**src/design/fifo_service_map.vh**
```
// Offsets, fields, reset values and levels of the FIFO service flags
`ifndef FIFO_SERVICE_MAP_VH
`define FIFO_SERVICE_MAP_VH

// ==========================================================
// Register offsets (byte addresses on the register port)
`define FSR_ADDR_W 8
`define FSR_OFF_RX_FILL 8'h10
`define FSR_OFF_TX_FILL 8'h11
`define FSR_OFF_ISR 8'h25
`define FSR_OFF_MODE_ZERO 8'h30
`define FSR_OFF_MODE_TWO 8'h32
`define FSR_OFF_EVT_STATUS 8'h34
`define FSR_OFF_EVT_MASK 8'h35
`define FSR_OFF_PIN_CFG 8'h36
`define FSR_OFF_RX_LEVEL 8'h46
`define FSR_OFF_TX_LEVEL 8'h47

// ==========================================================
// Field positions
`define FSR_ISR_TX_BIT 0
`define FSR_ISR_RX_BIT 1
`define FSR_MR0_TX_TRIG_LO 4
`define FSR_MR2_RX_TRIG_LO 2
`define FSR_PIN_RX_DMA_BIT 0
`define FSR_PIN_TX_DMA_BIT 1
`define FSR_EVT_TX_RISE 0
`define FSR_EVT_RX_RISE 1
`define FSR_EVT_RX_OVER 2
`define FSR_EVT_TX_OVER 3
`define FSR_EVT_W 4

// ==========================================================
// Reset values
`define FSR_RST_BYTE 8'h00
`define FSR_RST_TRIG 2'h0
`define FSR_RST_EVT 4'h0

// ==========================================================
// Trigger codes and fill thresholds (counts of 0 to 256)
`define FSR_TRIG_CODE_0 2'h0
`define FSR_TRIG_CODE_1 2'h1
`define FSR_TRIG_CODE_2 2'h2
`define FSR_TRIG_CODE_3 2'h3
`define FSR_DEPTH 256
`define FSR_CNT_W 9
`define FSR_LVL_ONE 9'h001
`define FSR_LVL_HALF 9'h080
`define FSR_LVL_THREE_Q 9'h0c0
`define FSR_LVL_FULL 9'h100
`define FSR_LVL_ZERO_BYTE 8'h00

`endif

```
**src/design/fifo_service_request_flags_tail.v**
```verilog
// Spare unit of the service-flag block; it holds no logic
`timescale 1ns/10ps

```
**src/design/occupancy_counter.v**
```verilog
// Occupancy counter of one 256-entry queue
`timescale 1ns/10ps
module occupancy_counter #(
  parameter DEPTH = 256,
  parameter CNT_W = 9
) (
  // Clock, reset, enable
  input wire clk_i,
  input wire srst_i,
  input wire ce_i,
  // Queue events
  input wire push_i,
  input wire pop_i,
  // Fill state
  output reg [CNT_W-1:0] count_o,
  output wire full_o,
  output wire empty_o
);

  localparam [CNT_W-1:0] FULL_CNT = DEPTH[CNT_W-1:0];
  localparam [CNT_W-1:0] ONE = {{(CNT_W-1){1'b0}}, 1'b1};

  wire do_push;
  wire do_pop;

  // A push into a full queue or a pop from an empty one is dropped
  assign full_o = (count_o == FULL_CNT);
  assign empty_o = (count_o == {CNT_W{1'b0}});
  assign do_push = push_i && !full_o;
  assign do_pop = pop_i && !empty_o;

  // Count follows every accepted push and pop
  always @(posedge clk_i) begin
    if (srst_i) begin
      count_o <= {CNT_W{1'b0}};
    end else if (ce_i) begin
      if (do_push && !do_pop) begin
        count_o <= count_o + ONE;
      end else if (do_pop && !do_push) begin
        count_o <= count_o - ONE;
      end
    end
  end

endmodule

```
**src/design/fifo_service_request_flags.v**
```verilog
// Receive and transmit service-request flags of one serial channel
`timescale 1ns/10ps
`include "fifo_service_map.vh"
module fifo_service_request_flags #(
  parameter DEPTH = `FSR_DEPTH,
  parameter CNT_W = `FSR_CNT_W
) (
  // Clock, reset, enable
  input wire clk_i,
  input wire srst_i,
  input wire ce_i,
  // Register port
  input wire [7:0] addr_i,
  input wire [7:0] wdata_i,
  input wire wr_i,
  input wire rd_i,
  output reg [7:0] rdata_o,
  // Queue events from the channel datapath
  input wire rx_push_i,
  input wire rx_pop_i,
  input wire tx_push_i,
  input wire tx_pop_i,
  // Service flags and arbitration requests
  output wire receive_service_flag_o,
  output wire transmit_service_flag_o,
  output wire rx_arb_req_o,
  output wire tx_arb_req_o,
  output wire interrupt_request_low_o,
  // DMA handshakes on the I/O pins
  output wire rx_dma_req_o,
  output wire tx_dma_req_o,
  // Event interrupt
  output wire irq_o
);

  // ==========================================================
  // Decoding shared by several thresholds

  // Receive level in entries; the receive flag is fill >= level
  function [CNT_W-1:0] rx_level;
    input [1:0] code;
    begin
      case (code)
        `FSR_TRIG_CODE_0: rx_level = `FSR_LVL_ONE;
        `FSR_TRIG_CODE_1: rx_level = `FSR_LVL_HALF;
        `FSR_TRIG_CODE_2: rx_level = `FSR_LVL_THREE_Q;
        default: rx_level = `FSR_LVL_FULL;
      endcase
    end
  endfunction

  // Transmit level in entries; the transmit flag is fill < level
  function [CNT_W-1:0] tx_level;
    input [1:0] code;
    begin
      case (code)
        `FSR_TRIG_CODE_0: tx_level = `FSR_LVL_ONE;
        `FSR_TRIG_CODE_1: tx_level = `FSR_LVL_HALF;
        `FSR_TRIG_CODE_2: tx_level = `FSR_LVL_THREE_Q;
        default: tx_level = `FSR_LVL_FULL;
      endcase
    end
  endfunction

  // Byte level register: zero stands for 256 entries
  function [CNT_W-1:0] byte_level;
    input [7:0] lvl;
    begin
      if (lvl == `FSR_LVL_ZERO_BYTE) begin
        byte_level = `FSR_LVL_FULL;
      end else begin
        byte_level = {1'b0, lvl};
      end
    end
  endfunction

  // ==========================================================
  // Register state
  reg [7:0] mode_register_zero;
  reg [7:0] mode_register_two;
  reg [7:0] interrupt_mask_bits;
  reg [7:0] receive_trigger_level;
  reg [7:0] transmit_trigger_level;
  reg rx_level_override;
  reg tx_level_override;
  reg [7:0] pin_cfg;
  reg [`FSR_EVT_W-1:0] evt_status;
  reg [`FSR_EVT_W-1:0] evt_mask;
  reg rx_flag_prev;
  reg tx_flag_prev;

  // ==========================================================
  // Queue occupancy
  wire [CNT_W-1:0] rx_count;
  wire [CNT_W-1:0] tx_count;
  wire rx_full;
  wire rx_empty;
  wire tx_full;
  wire tx_empty;

  // Receive queue count, 0 to 256 entries
  occupancy_counter #(
    .DEPTH(DEPTH),
    .CNT_W(CNT_W)
  ) u_rx_count (
    .clk_i(clk_i),
    .srst_i(srst_i),
    .ce_i(ce_i),
    .push_i(rx_push_i),
    .pop_i(rx_pop_i),
    .count_o(rx_count),
    .full_o(rx_full),
    .empty_o(rx_empty)
  );

  // Transmit queue count, 0 to 256 entries
  occupancy_counter #(
    .DEPTH(DEPTH),
    .CNT_W(CNT_W)
  ) u_tx_count (
    .clk_i(clk_i),
    .srst_i(srst_i),
    .ce_i(ce_i),
    .push_i(tx_push_i),
    .pop_i(tx_pop_i),
    .count_o(tx_count),
    .full_o(tx_full),
    .empty_o(tx_empty)
  );

  // ==========================================================
  // Flag thresholds
  wire [1:0] rx_code;
  wire [1:0] tx_code;
  wire [CNT_W-1:0] rx_thr;
  wire [CNT_W-1:0] tx_thr;
  wire rx_flag;
  wire tx_flag;

  assign rx_code = mode_register_two[`FSR_MR2_RX_TRIG_LO+1:
                                     `FSR_MR2_RX_TRIG_LO];
  assign tx_code = mode_register_zero[`FSR_MR0_TX_TRIG_LO+1:
                                      `FSR_MR0_TX_TRIG_LO];

  // A written level register takes over from the mode code
  assign rx_thr = rx_level_override ? byte_level(receive_trigger_level)
                                    : rx_level(rx_code);
  assign tx_thr = tx_level_override ? byte_level(transmit_trigger_level)
                                    : tx_level(tx_code);

  // Receive flag: level one gives ready, full level needs 256
  // entries, so a held character sets it again on entry
  assign rx_flag = (rx_count >= rx_thr);

  // Transmit flag: code 00 gives level one, i.e. empty only;
  // a full queue is never below any level
  assign tx_flag = (tx_count < tx_thr);

  // ==========================================================
  // Flags, arbitration and pins

  // Flags at source bits 1 and 0
  assign receive_service_flag_o = rx_flag;
  assign transmit_service_flag_o = tx_flag;

  // Only a set flag with its mask bit enters arbitration
  assign rx_arb_req_o = rx_flag &&
                        interrupt_mask_bits[`FSR_ISR_RX_BIT];
  assign tx_arb_req_o = tx_flag &&
                        interrupt_mask_bits[`FSR_ISR_TX_BIT];

  // Request pin is low while either unit arbitrates
  assign interrupt_request_low_o = !(rx_arb_req_o || tx_arb_req_o);

  // DMA handshakes reuse the flags when the pins are assigned
  assign rx_dma_req_o = rx_flag && pin_cfg[`FSR_PIN_RX_DMA_BIT];
  assign tx_dma_req_o = tx_flag && pin_cfg[`FSR_PIN_TX_DMA_BIT];

  // ==========================================================
  // Register writes
  wire wr_isr;
  wire wr_mr0;
  wire wr_mr2;
  wire wr_rx_lvl;
  wire wr_tx_lvl;
  wire wr_pin;
  wire wr_evt;
  wire wr_emask;

  // Offset 0x25 is the source register on read, the mask on write
  assign wr_isr = wr_i && (addr_i == `FSR_OFF_ISR);
  assign wr_mr0 = wr_i && (addr_i == `FSR_OFF_MODE_ZERO);
  assign wr_mr2 = wr_i && (addr_i == `FSR_OFF_MODE_TWO);
  assign wr_rx_lvl = wr_i && (addr_i == `FSR_OFF_RX_LEVEL);
  assign wr_tx_lvl = wr_i && (addr_i == `FSR_OFF_TX_LEVEL);
  assign wr_pin = wr_i && (addr_i == `FSR_OFF_PIN_CFG);
  assign wr_evt = wr_i && (addr_i == `FSR_OFF_EVT_STATUS);
  assign wr_emask = wr_i && (addr_i == `FSR_OFF_EVT_MASK);

  // Control registers; a mode write gives control back to the code
  always @(posedge clk_i) begin
    if (srst_i) begin
      mode_register_zero <= `FSR_RST_BYTE;
      mode_register_two <= `FSR_RST_BYTE;
      interrupt_mask_bits <= `FSR_RST_BYTE;
      receive_trigger_level <= `FSR_RST_BYTE;
      transmit_trigger_level <= `FSR_RST_BYTE;
      rx_level_override <= 1'b0;
      tx_level_override <= 1'b0;
      pin_cfg <= `FSR_RST_BYTE;
      evt_mask <= `FSR_RST_EVT;
    end else if (ce_i) begin
      if (wr_isr) begin
        interrupt_mask_bits <= wdata_i;
      end
      if (wr_mr0) begin
        mode_register_zero <= wdata_i;
        tx_level_override <= 1'b0;
      end
      if (wr_mr2) begin
        mode_register_two <= wdata_i;
        rx_level_override <= 1'b0;
      end
      if (wr_rx_lvl) begin
        receive_trigger_level <= wdata_i;
        rx_level_override <= 1'b1;
      end
      if (wr_tx_lvl) begin
        transmit_trigger_level <= wdata_i;
        tx_level_override <= 1'b1;
      end
      if (wr_pin) begin
        pin_cfg <= wdata_i;
      end
      if (wr_emask) begin
        evt_mask <= wdata_i[`FSR_EVT_W-1:0];
      end
    end
  end

  // ==========================================================
  // Sticky events
  reg [`FSR_EVT_W-1:0] evt_set;
  reg [`FSR_EVT_W-1:0] next_evt_status;

  // Rising flags and pushes dropped with no pop in the same cycle raise events
  always @* begin
    evt_set = `FSR_RST_EVT;
    evt_set[`FSR_EVT_TX_RISE] = tx_flag && !tx_flag_prev;
    evt_set[`FSR_EVT_RX_RISE] = rx_flag && !rx_flag_prev;
    evt_set[`FSR_EVT_RX_OVER] = rx_push_i && rx_full && !rx_pop_i;
    evt_set[`FSR_EVT_TX_OVER] = tx_push_i && tx_full && !tx_pop_i;
  end

  // Write one to clear; a set in the same cycle wins
  always @* begin
    next_evt_status = evt_status;
    if (wr_evt) begin
      next_evt_status = evt_status & ~wdata_i[`FSR_EVT_W-1:0];
    end
    next_evt_status = next_evt_status | evt_set;
  end

  // Previous flags start at their reset levels (receive low, transmit high) so reset itself raises no event
  always @(posedge clk_i) begin
    if (srst_i) begin
      evt_status <= `FSR_RST_EVT;
      rx_flag_prev <= 1'b0;
      tx_flag_prev <= 1'b1;
    end else if (ce_i) begin
      evt_status <= next_evt_status;
      rx_flag_prev <= rx_flag;
      tx_flag_prev <= tx_flag;
    end
  end

  // Level output while any unmasked event is pending
  assign irq_o = |(evt_status & evt_mask);

  // ==========================================================
  // Register reads
  reg [7:0] next_rdata;

  // Unmapped offsets read zero; a 256-entry count reads as 0
  always @* begin
    next_rdata = `FSR_RST_BYTE;
    case (addr_i)
      `FSR_OFF_ISR: begin
        next_rdata[`FSR_ISR_RX_BIT] = rx_flag;
        next_rdata[`FSR_ISR_TX_BIT] = tx_flag;
      end
      `FSR_OFF_RX_FILL: next_rdata = rx_count[7:0];
      `FSR_OFF_TX_FILL: next_rdata = tx_count[7:0];
      `FSR_OFF_MODE_ZERO: next_rdata = mode_register_zero;
      `FSR_OFF_MODE_TWO: next_rdata = mode_register_two;
      `FSR_OFF_RX_LEVEL: next_rdata = receive_trigger_level;
      `FSR_OFF_TX_LEVEL: next_rdata = transmit_trigger_level;
      `FSR_OFF_PIN_CFG: next_rdata = pin_cfg;
      `FSR_OFF_EVT_STATUS: next_rdata = {4'h0, evt_status};
      `FSR_OFF_EVT_MASK: next_rdata = {4'h0, evt_mask};
      default: next_rdata = `FSR_RST_BYTE;
    endcase
  end

  // Read data held only for the cycle after the strobe
  always @(posedge clk_i) begin
    if (srst_i) begin
      rdata_o <= `FSR_RST_BYTE;
    end else if (ce_i) begin
      if (rd_i) begin
        rdata_o <= next_rdata;
      end else begin
        rdata_o <= `FSR_RST_BYTE;
      end
    end
  end

  // Empty flags are kept for future status reads
  wire unused_empty;
  assign unused_empty = rx_empty ^ tx_empty;

endmodule

```
**config.mk**
```make
export PLATFORM = sky130hd
export DESIGN_NAME = fifo_service_request_flags
export DESIGN_NICKNAME = d
export VERILOG_FILES = /design/src/design/fifo_service_request_flags_tail.v /design/src/design/occupancy_counter.v /design/src/design/fifo_service_request_flags.v
export VERILOG_INCLUDE_DIRS = /design/src /design/src/design
export SDC_FILE = /design/constraint.sdc
export NUM_CORES = 1
export LEC_CHECK = 0
export ABC_AREA = 1
export BUFFER_PORTS_ARGS = -buffer_cell sky130_fd_sc_hd__buf_4
export CAP_MARGIN = 20
export CORE_ASPECT_RATIO = 2
export CORE_MARGIN = 3
export CORE_UTILIZATION = 49
export DETAILED_ROUTE_END_ITERATION = 16
export PLACE_DENSITY_LB_ADDON = 0.3
export SETUP_SLACK_MARGIN = 0.4
export SKIP_LAST_GASP = 1
export SLEW_MARGIN = 20
export SYNTH_ARGS = -nofsm -noshare
export SYNTH_HDL_FRONTEND = slang
export SYNTH_SLANG_ARGS = --single-unit
```
**constraint.sdc**
```tcl
create_clock -name clk_i -period 5.05 [get_ports clk_i]
set_clock_uncertainty 0.05 [all_clocks]
set_input_delay 0.505 -clock clk_i [delete_from_list [all_inputs] [get_ports clk_i]]
set_output_delay 0.505 -clock clk_i [all_outputs]
set_load 0.05 [all_outputs]
```
Yosys cells after proc, flatten, opt, wreduce, memory -nomap -nowiden
Index checks and enable logic that the tools add are counted.
W data, S select, Z words.
Operators by class
  bitwise operators: 4
  reductions and logical operators: 62
  muxes and demuxes: 18
  magnitude comparators: 2
  add/subtract/negate cells: 4
  equal/unequal tests: 16
Operators by type and width (count)
  $mux W9: 8
  $pmux W6 S9: 1
  $pmux W9 S3: 2
  $eq A8 B6 Y1 const B: 6
  $logic_and A1 B1 Y1: 26
  $reduce_and A2 Y1: 11
  $pmux W2 S10: 1
  $add A9 B1 Y9 const B: 2
  $eq A9 B9 Y1 const B: 2
  $logic_not A9 Y1: 2
  $sub A9 B1 Y9 const B: 2
  $eq A8 B5 Y1 const B: 2
  $eq A8 B7 Y1 const B: 2
  $logic_not A8 Y1: 2
  $logic_not A1 Y1: 13
  $ge A9 B9 Y1: 1
  $lt A9 B9 Y1: 1
  $and A4 B4 Y4: 2
  $mux W8: 1
  $reduce_bool A2 Y1: 4
  $eq A2 B1 Y1 const B: 2
  $eq A2 B2 Y1 const B: 2
  $logic_not A2 Y1: 2
  $mux W1: 4
  5 further kinds: 5
Word-level totals
  output and inout port bits: 16
  word-level logic and storage cells: 121
  register bits: 80
  input bits: 25

Depth between registers and ports, before layout
  depth after elaboration: 7
  gate-level depth with buffers: 16
  mapped depth without buffers: 16

Modules after synthesis
Synthesis repeated with hierarchy kept, for this count alone.
Second synthesis, totals
  cell total of the unflattened synthesis: 816
  area total of the unflattened synthesis: 5280.1 um2
Modules (own cells, without submodules)
  fifo_service_request_flags: cells an instance 564, area each 3711.1 um2, instances 1
  occupancy_counter: cells an instance 126, area each 784.5 um2, instances 2

Worst setup path before layout
OpenSTA, ideal clock, no wires.
  path type: reg-to-output
  from: reg mode_register_two[3]
  to: out rx_arb_req_o
  data arrival time: 2.594 ns
  cell stages (with the launch flop): 11
  slack: 1.901 ns
  buffers on the path: 0
  cells stage by stage: dfxtp_1 > inv_1 > ha_1 > o21ai_0 > ha_1 > nand2_1 > nor2_1 > nand3_1 > nand4_1 > inv_1 > nor2_1
On the way
  cells in the longest elaborated chain, start to end: 5
  elaborated cells between the ends (all ways): 7
RTL lines
  from (decl): RTL line fifo_service_request_flags.v:80  | reg [7:0] mode_register_two;
  from (signal assigned): RTL line fifo_service_request_flags.v:204  | mode_register_two <= `FSR_RST_BYTE;
  from (signal assigned): RTL line fifo_service_request_flags.v:221  | mode_register_two <= wdata_i;
  $eq A2 B2 Y1 (tied with other cells): RTL line fifo_service_request_flags.v:43  | case (code)
  $pmux W9 S3 *: RTL line fifo_service_request_flags.v:43
  $mux W9 *: RTL line fifo_service_request_flags.v:146  | assign rx_thr = rx_level_override ? byte_level(receive_trigger_level)
  $ge A9 B9 Y1 *: RTL line fifo_service_request_flags.v:153  | assign rx_flag = (rx_count >= rx_thr);
  net receive_service_flag_o: RTL line fifo_service_request_flags.v:24  | output wire receive_service_flag_o,
  $logic_and A1 B1 Y1 *: RTL line fifo_service_request_flags.v:167  | assign rx_arb_req_o = rx_flag &&
  to (decl): RTL line fifo_service_request_flags.v:26  | output wire rx_arb_req_o,
Mark *: on every way through the listed nets, which the timed path passes. The rest lies on a longest branch.

Worst setup path in the final report
  from: reg rx_level_override
  to: out interrupt_request_low_o
On the way
  cells in the longest elaborated chain, start to end: 5
RTL lines
  from (decl): RTL line fifo_service_request_flags.v:84  | reg rx_level_override;
  from (signal assigned): RTL line fifo_service_request_flags.v:208  | rx_level_override <= 1'b0;
  from (signal assigned): RTL line fifo_service_request_flags.v:222  | rx_level_override <= 1'b0;
  from (signal assigned): RTL line fifo_service_request_flags.v:226  | rx_level_override <= 1'b1;
  $mux W9: RTL line fifo_service_request_flags.v:146
  $ge A9 B9 Y1: RTL line fifo_service_request_flags.v:153
  $logic_and A1 B1 Y1: RTL line fifo_service_request_flags.v:167
  $logic_or A1 B1 Y1: RTL line fifo_service_request_flags.v:173  | assign interrupt_request_low_o = !(rx_arb_req_o || tx_arb_req_o);
  $logic_not A1 Y1: RTL line fifo_service_request_flags.v:173
  to (decl): RTL line fifo_service_request_flags.v:28  | output wire interrupt_request_low_o,
No other way between the ends.

==> results.yml <==
sta:
  timing.final.crit_share_pct: 67.32
  setup_tns_ns: 0
  hold_viol_final: 0
  finalMaxSlewViolations: 0
  worst_slack_ns: 1.650
  worstMarginPinSlew_ns: 0.7142
  rsz0062_at_grt: "false"
  max_freq_mhz: 294.1
  hold_slack_ns: 0.3710
  finalSetupViolCount: 0
  post-route-min-period_ns: 3.400
  slew_headroom_pct: 52.21
logic_synthesis:
  netlist_area_mm2: 0.005172
  ys_seq_area_share_pct: 30.96
  yosysWarnings: 0
  syn_nets: 820
  synth_area_per_cell_um2: 6.860
  synth.distinct_cells: 38
  synth.ff_latch_count: 80
  synth_cells: 754
placed_design:
  portBuffers: 40
  place_hpwl_mm: 11.75
  globalplace.congestion: 0.9446
  place_area_mm2: 0.005554
  place_ws_ns: 2.062
  placed_cells: 911
die:
  die_area_mm2: 0.01190
  die_h_um: 151.3
  coreArea_mm2: 0.01021
  num_io_pins: 41
  die_width_um: 78.65
  rows: 52
  start_util_pct: 50.64
setup_path:
  cp_max_fo: 12
  crit_start: "rx_level_override"
  end_kind: "output pin"
  path_class: "register to output pin"
  cp.required_ns: 4.49
  start_kind: "register"
  critPathArrivalTime_ns: 2.84
  r2r_setup_slack_ns: 2.07
  r2r-start: "u_rx_count.count_o[4]"
clock_tree:
  post_cts_buffers: 0
  clock_latency_ns: 0.34
  cts_max_level: 3
  cts_made_buffers: 9
  clockBufferDepth: 2
  cts_resized: 0
  clkTransAtPathRegs_ns: 0.06
  cts_tree: "built"
  cts_sinks: 80
  cts-root-buf: "clkbuf_16"
  ctsHoldBuffers: 0
detailed_routing:
  routed_wl_mm: 15.25
  routed_via_density: 5.598
  ant_nets: 0
  post-route-drc-count: 0
  via_count: 5189
  wl_per_cell_um: 16.45
  drtPass1Iterations: 7
  drtIter0Drc: 374
finish:
  fillCellCount: 988
  antennaDiodeCount: 0
  area_growth_pct: 13.28
  nNetsFinal: 853
  drive_gt1_share_pct: 14.27
  register_area_mm2: 0.001602
  fin_util_pct: 57.36
  multi_input_area_mm2: 0.003032
  fin_cells: 927
  final_cell_area_mm2: 0.005859
global_routing:
  antenna_found_initial: 0
  first_global_vias: 5070
  grt_pass1_wl_mm: 24.06
  grt_max_degree: 35
  track_usage_pct: 26.21
  grt_overflow_total: 0
pwr:
  finalPower_mw: 2.286
  p_per_area_mw_per_mm2: 390.2
  cellLeakagePower_nw: 2.596
  peakVddDrop_uv: 232.6
outcome:
  status: "completed"
worst_hold_path:
  hold_path_class: "input pin to register"
  min_from: "ce_i"
run:
  maxCapViolCount: 0
==> final timing paths <==
kind                             endpoint  cells after the start
hold reg to reg                pin_cfg[2]                      2
setup / recovery  interrupt_request_low_o                     12
setup reg to reg    u_rx_count.count_o[7]                     14
hold / removal               rx_flag_prev                      2
==> cell families (layout without fill, tap and decap cells) <==
kind of cell    after synthesis  in the layout  synth area share (%)
buf+inv                     136            174                 10.43
compound gates              190            190                 19.55
flops                        80             80                 30.96
xor+xnor                     13             13                 2.201
fa+ha+maj                    41             41                 10.21
simple gates                294            294                 26.66
==> flip-flops by register name (all words and copies together), names as in the netlist <==
| name | cells |
|---|---|
| evt_status | 4 |
| rx_flag_prev | 1 |
| rdata_o | 8 |
| pin_cfg | 8 |
| evt_mask | 4 |
| tx_flag_prev | 1 |
| mode_register_two | 8 |
| transmit_trigger_level | 8 |
| rx_level_override | 1 |
| u_rx_count.count_o | 9 |
| tx_level_override | 1 |
| u_tx_count.count_o | 9 |
| interrupt_mask_bits | 2 |
| receive_trigger_level | 8 |
| mode_register_zero | 8 |
==> cell usage in the layout (no fill, tap or decap), types with 2 or more instances in the layout <==
master	instances
nand2_1	111
inv_1	109
o21ai_0	83
dfxtp_1	80
a21oi_1	79
nor2_1	71
nand3_1	51
buf_4	41
ha_1	39
nand2_2	19
nand4_1	16
nor2_2	9
clkbuf_16	9
a21oi_2	8
xor2_1	8
o22ai_1	7
inv_2	7
nor4_1	5
o21ai_1	5
xnor2_1	5
nand2_4	3
inv_6	3
a21o_1	2
nor2_8	2
nor2_4	2
nand3_2	2
or2_2	2
fa_1	2
clkinv_4	2
clkinvlp_4	2
==> synth_stat cells (all sizes together) <==
| cell | n | area share, % |
|---|---|---|
| nand2 | 133 | 11 |
| inv | 117 | 8.6 |
| o21ai | 89 | 8.7 |
| a21oi | 87 | 9.0 |
| nor2 | 84 | 7.5 |
| dfxtp | 80 | 31 |
| nand3 | 53 | 5.3 |
| ha | 39 | 9.4 |
| nand4 | 16 | 1.9 |
| clkbuf | 11 | 0.80 |
| buf | 8 | 1.0 |
| xor2 | 8 | 1.4 |
| o22ai | 7 | 0.85 |
| nor4 | 5 | 0.60 |
| xnor2 | 5 | 0.85 |
| a21o | 2 | 0.29 |
| fa | 2 | 0.77 |
| or2 | 2 | 0.24 |
| a31oi | 1 | 0.12 |
| a32oi | 1 | 0.17 |
| nor3 | 1 | 0.097 |
| o211ai | 1 | 0.15 |
| o21a | 1 | 0.15 |
| o21bai | 1 | 0.15 |
==> where the power goes <==
part	switching (mW)	total, mW	leakage (nW)	internal (mW)
clock	0.288	0.676	0.143	0.388
sequential	0.0738	0.752	0.649	0.678
combinational	0.552	0.858	1.80	0.306
total	0.914	2.29	2.60	1.37
==> cell type report <==
class / count / area share (%)
Clock buffer: 9 / 3.844
Clock inverter: 7 / 1.367
Inverter: 117 / 7.581
Multi-Input combinational cell: 538 / 51.74
Sequential cell: 80 / 27.33
Tap cell: 135 / 2.883
Timing Repair Buffer: 41 / 5.253
==> layer usage <==
| layer | vias up | share of wire [%] | GRT usage, % |
|---|---|---|---|
| met5 | - | 0 | 0 |
| met4 | 0 | 5.9 | 18.65 |
| met3 | 56 | 4.2 | 3.512 |
| met2 | 187 | 54 | 49.53 |
| met1 | 2391 | 36 | 25.38 |
| li1 | 2555 | - | - |
==> critical path, cell delays in order (launching register included) <==
cell and delay (ns):
dfxtp_1 0.54, inv_1 0.10, nor2_1 0.15, a32oi_1 0.12, ha_1 0.34, nand2_1 0.11, inv_1 0.04, a21oi_1 0.20
nand4_1 0.31, inv_1 0.24, o22ai_1 0.09, inv_1 0.06, buf_4 0.19
Power figures use the tool's default switching activity.
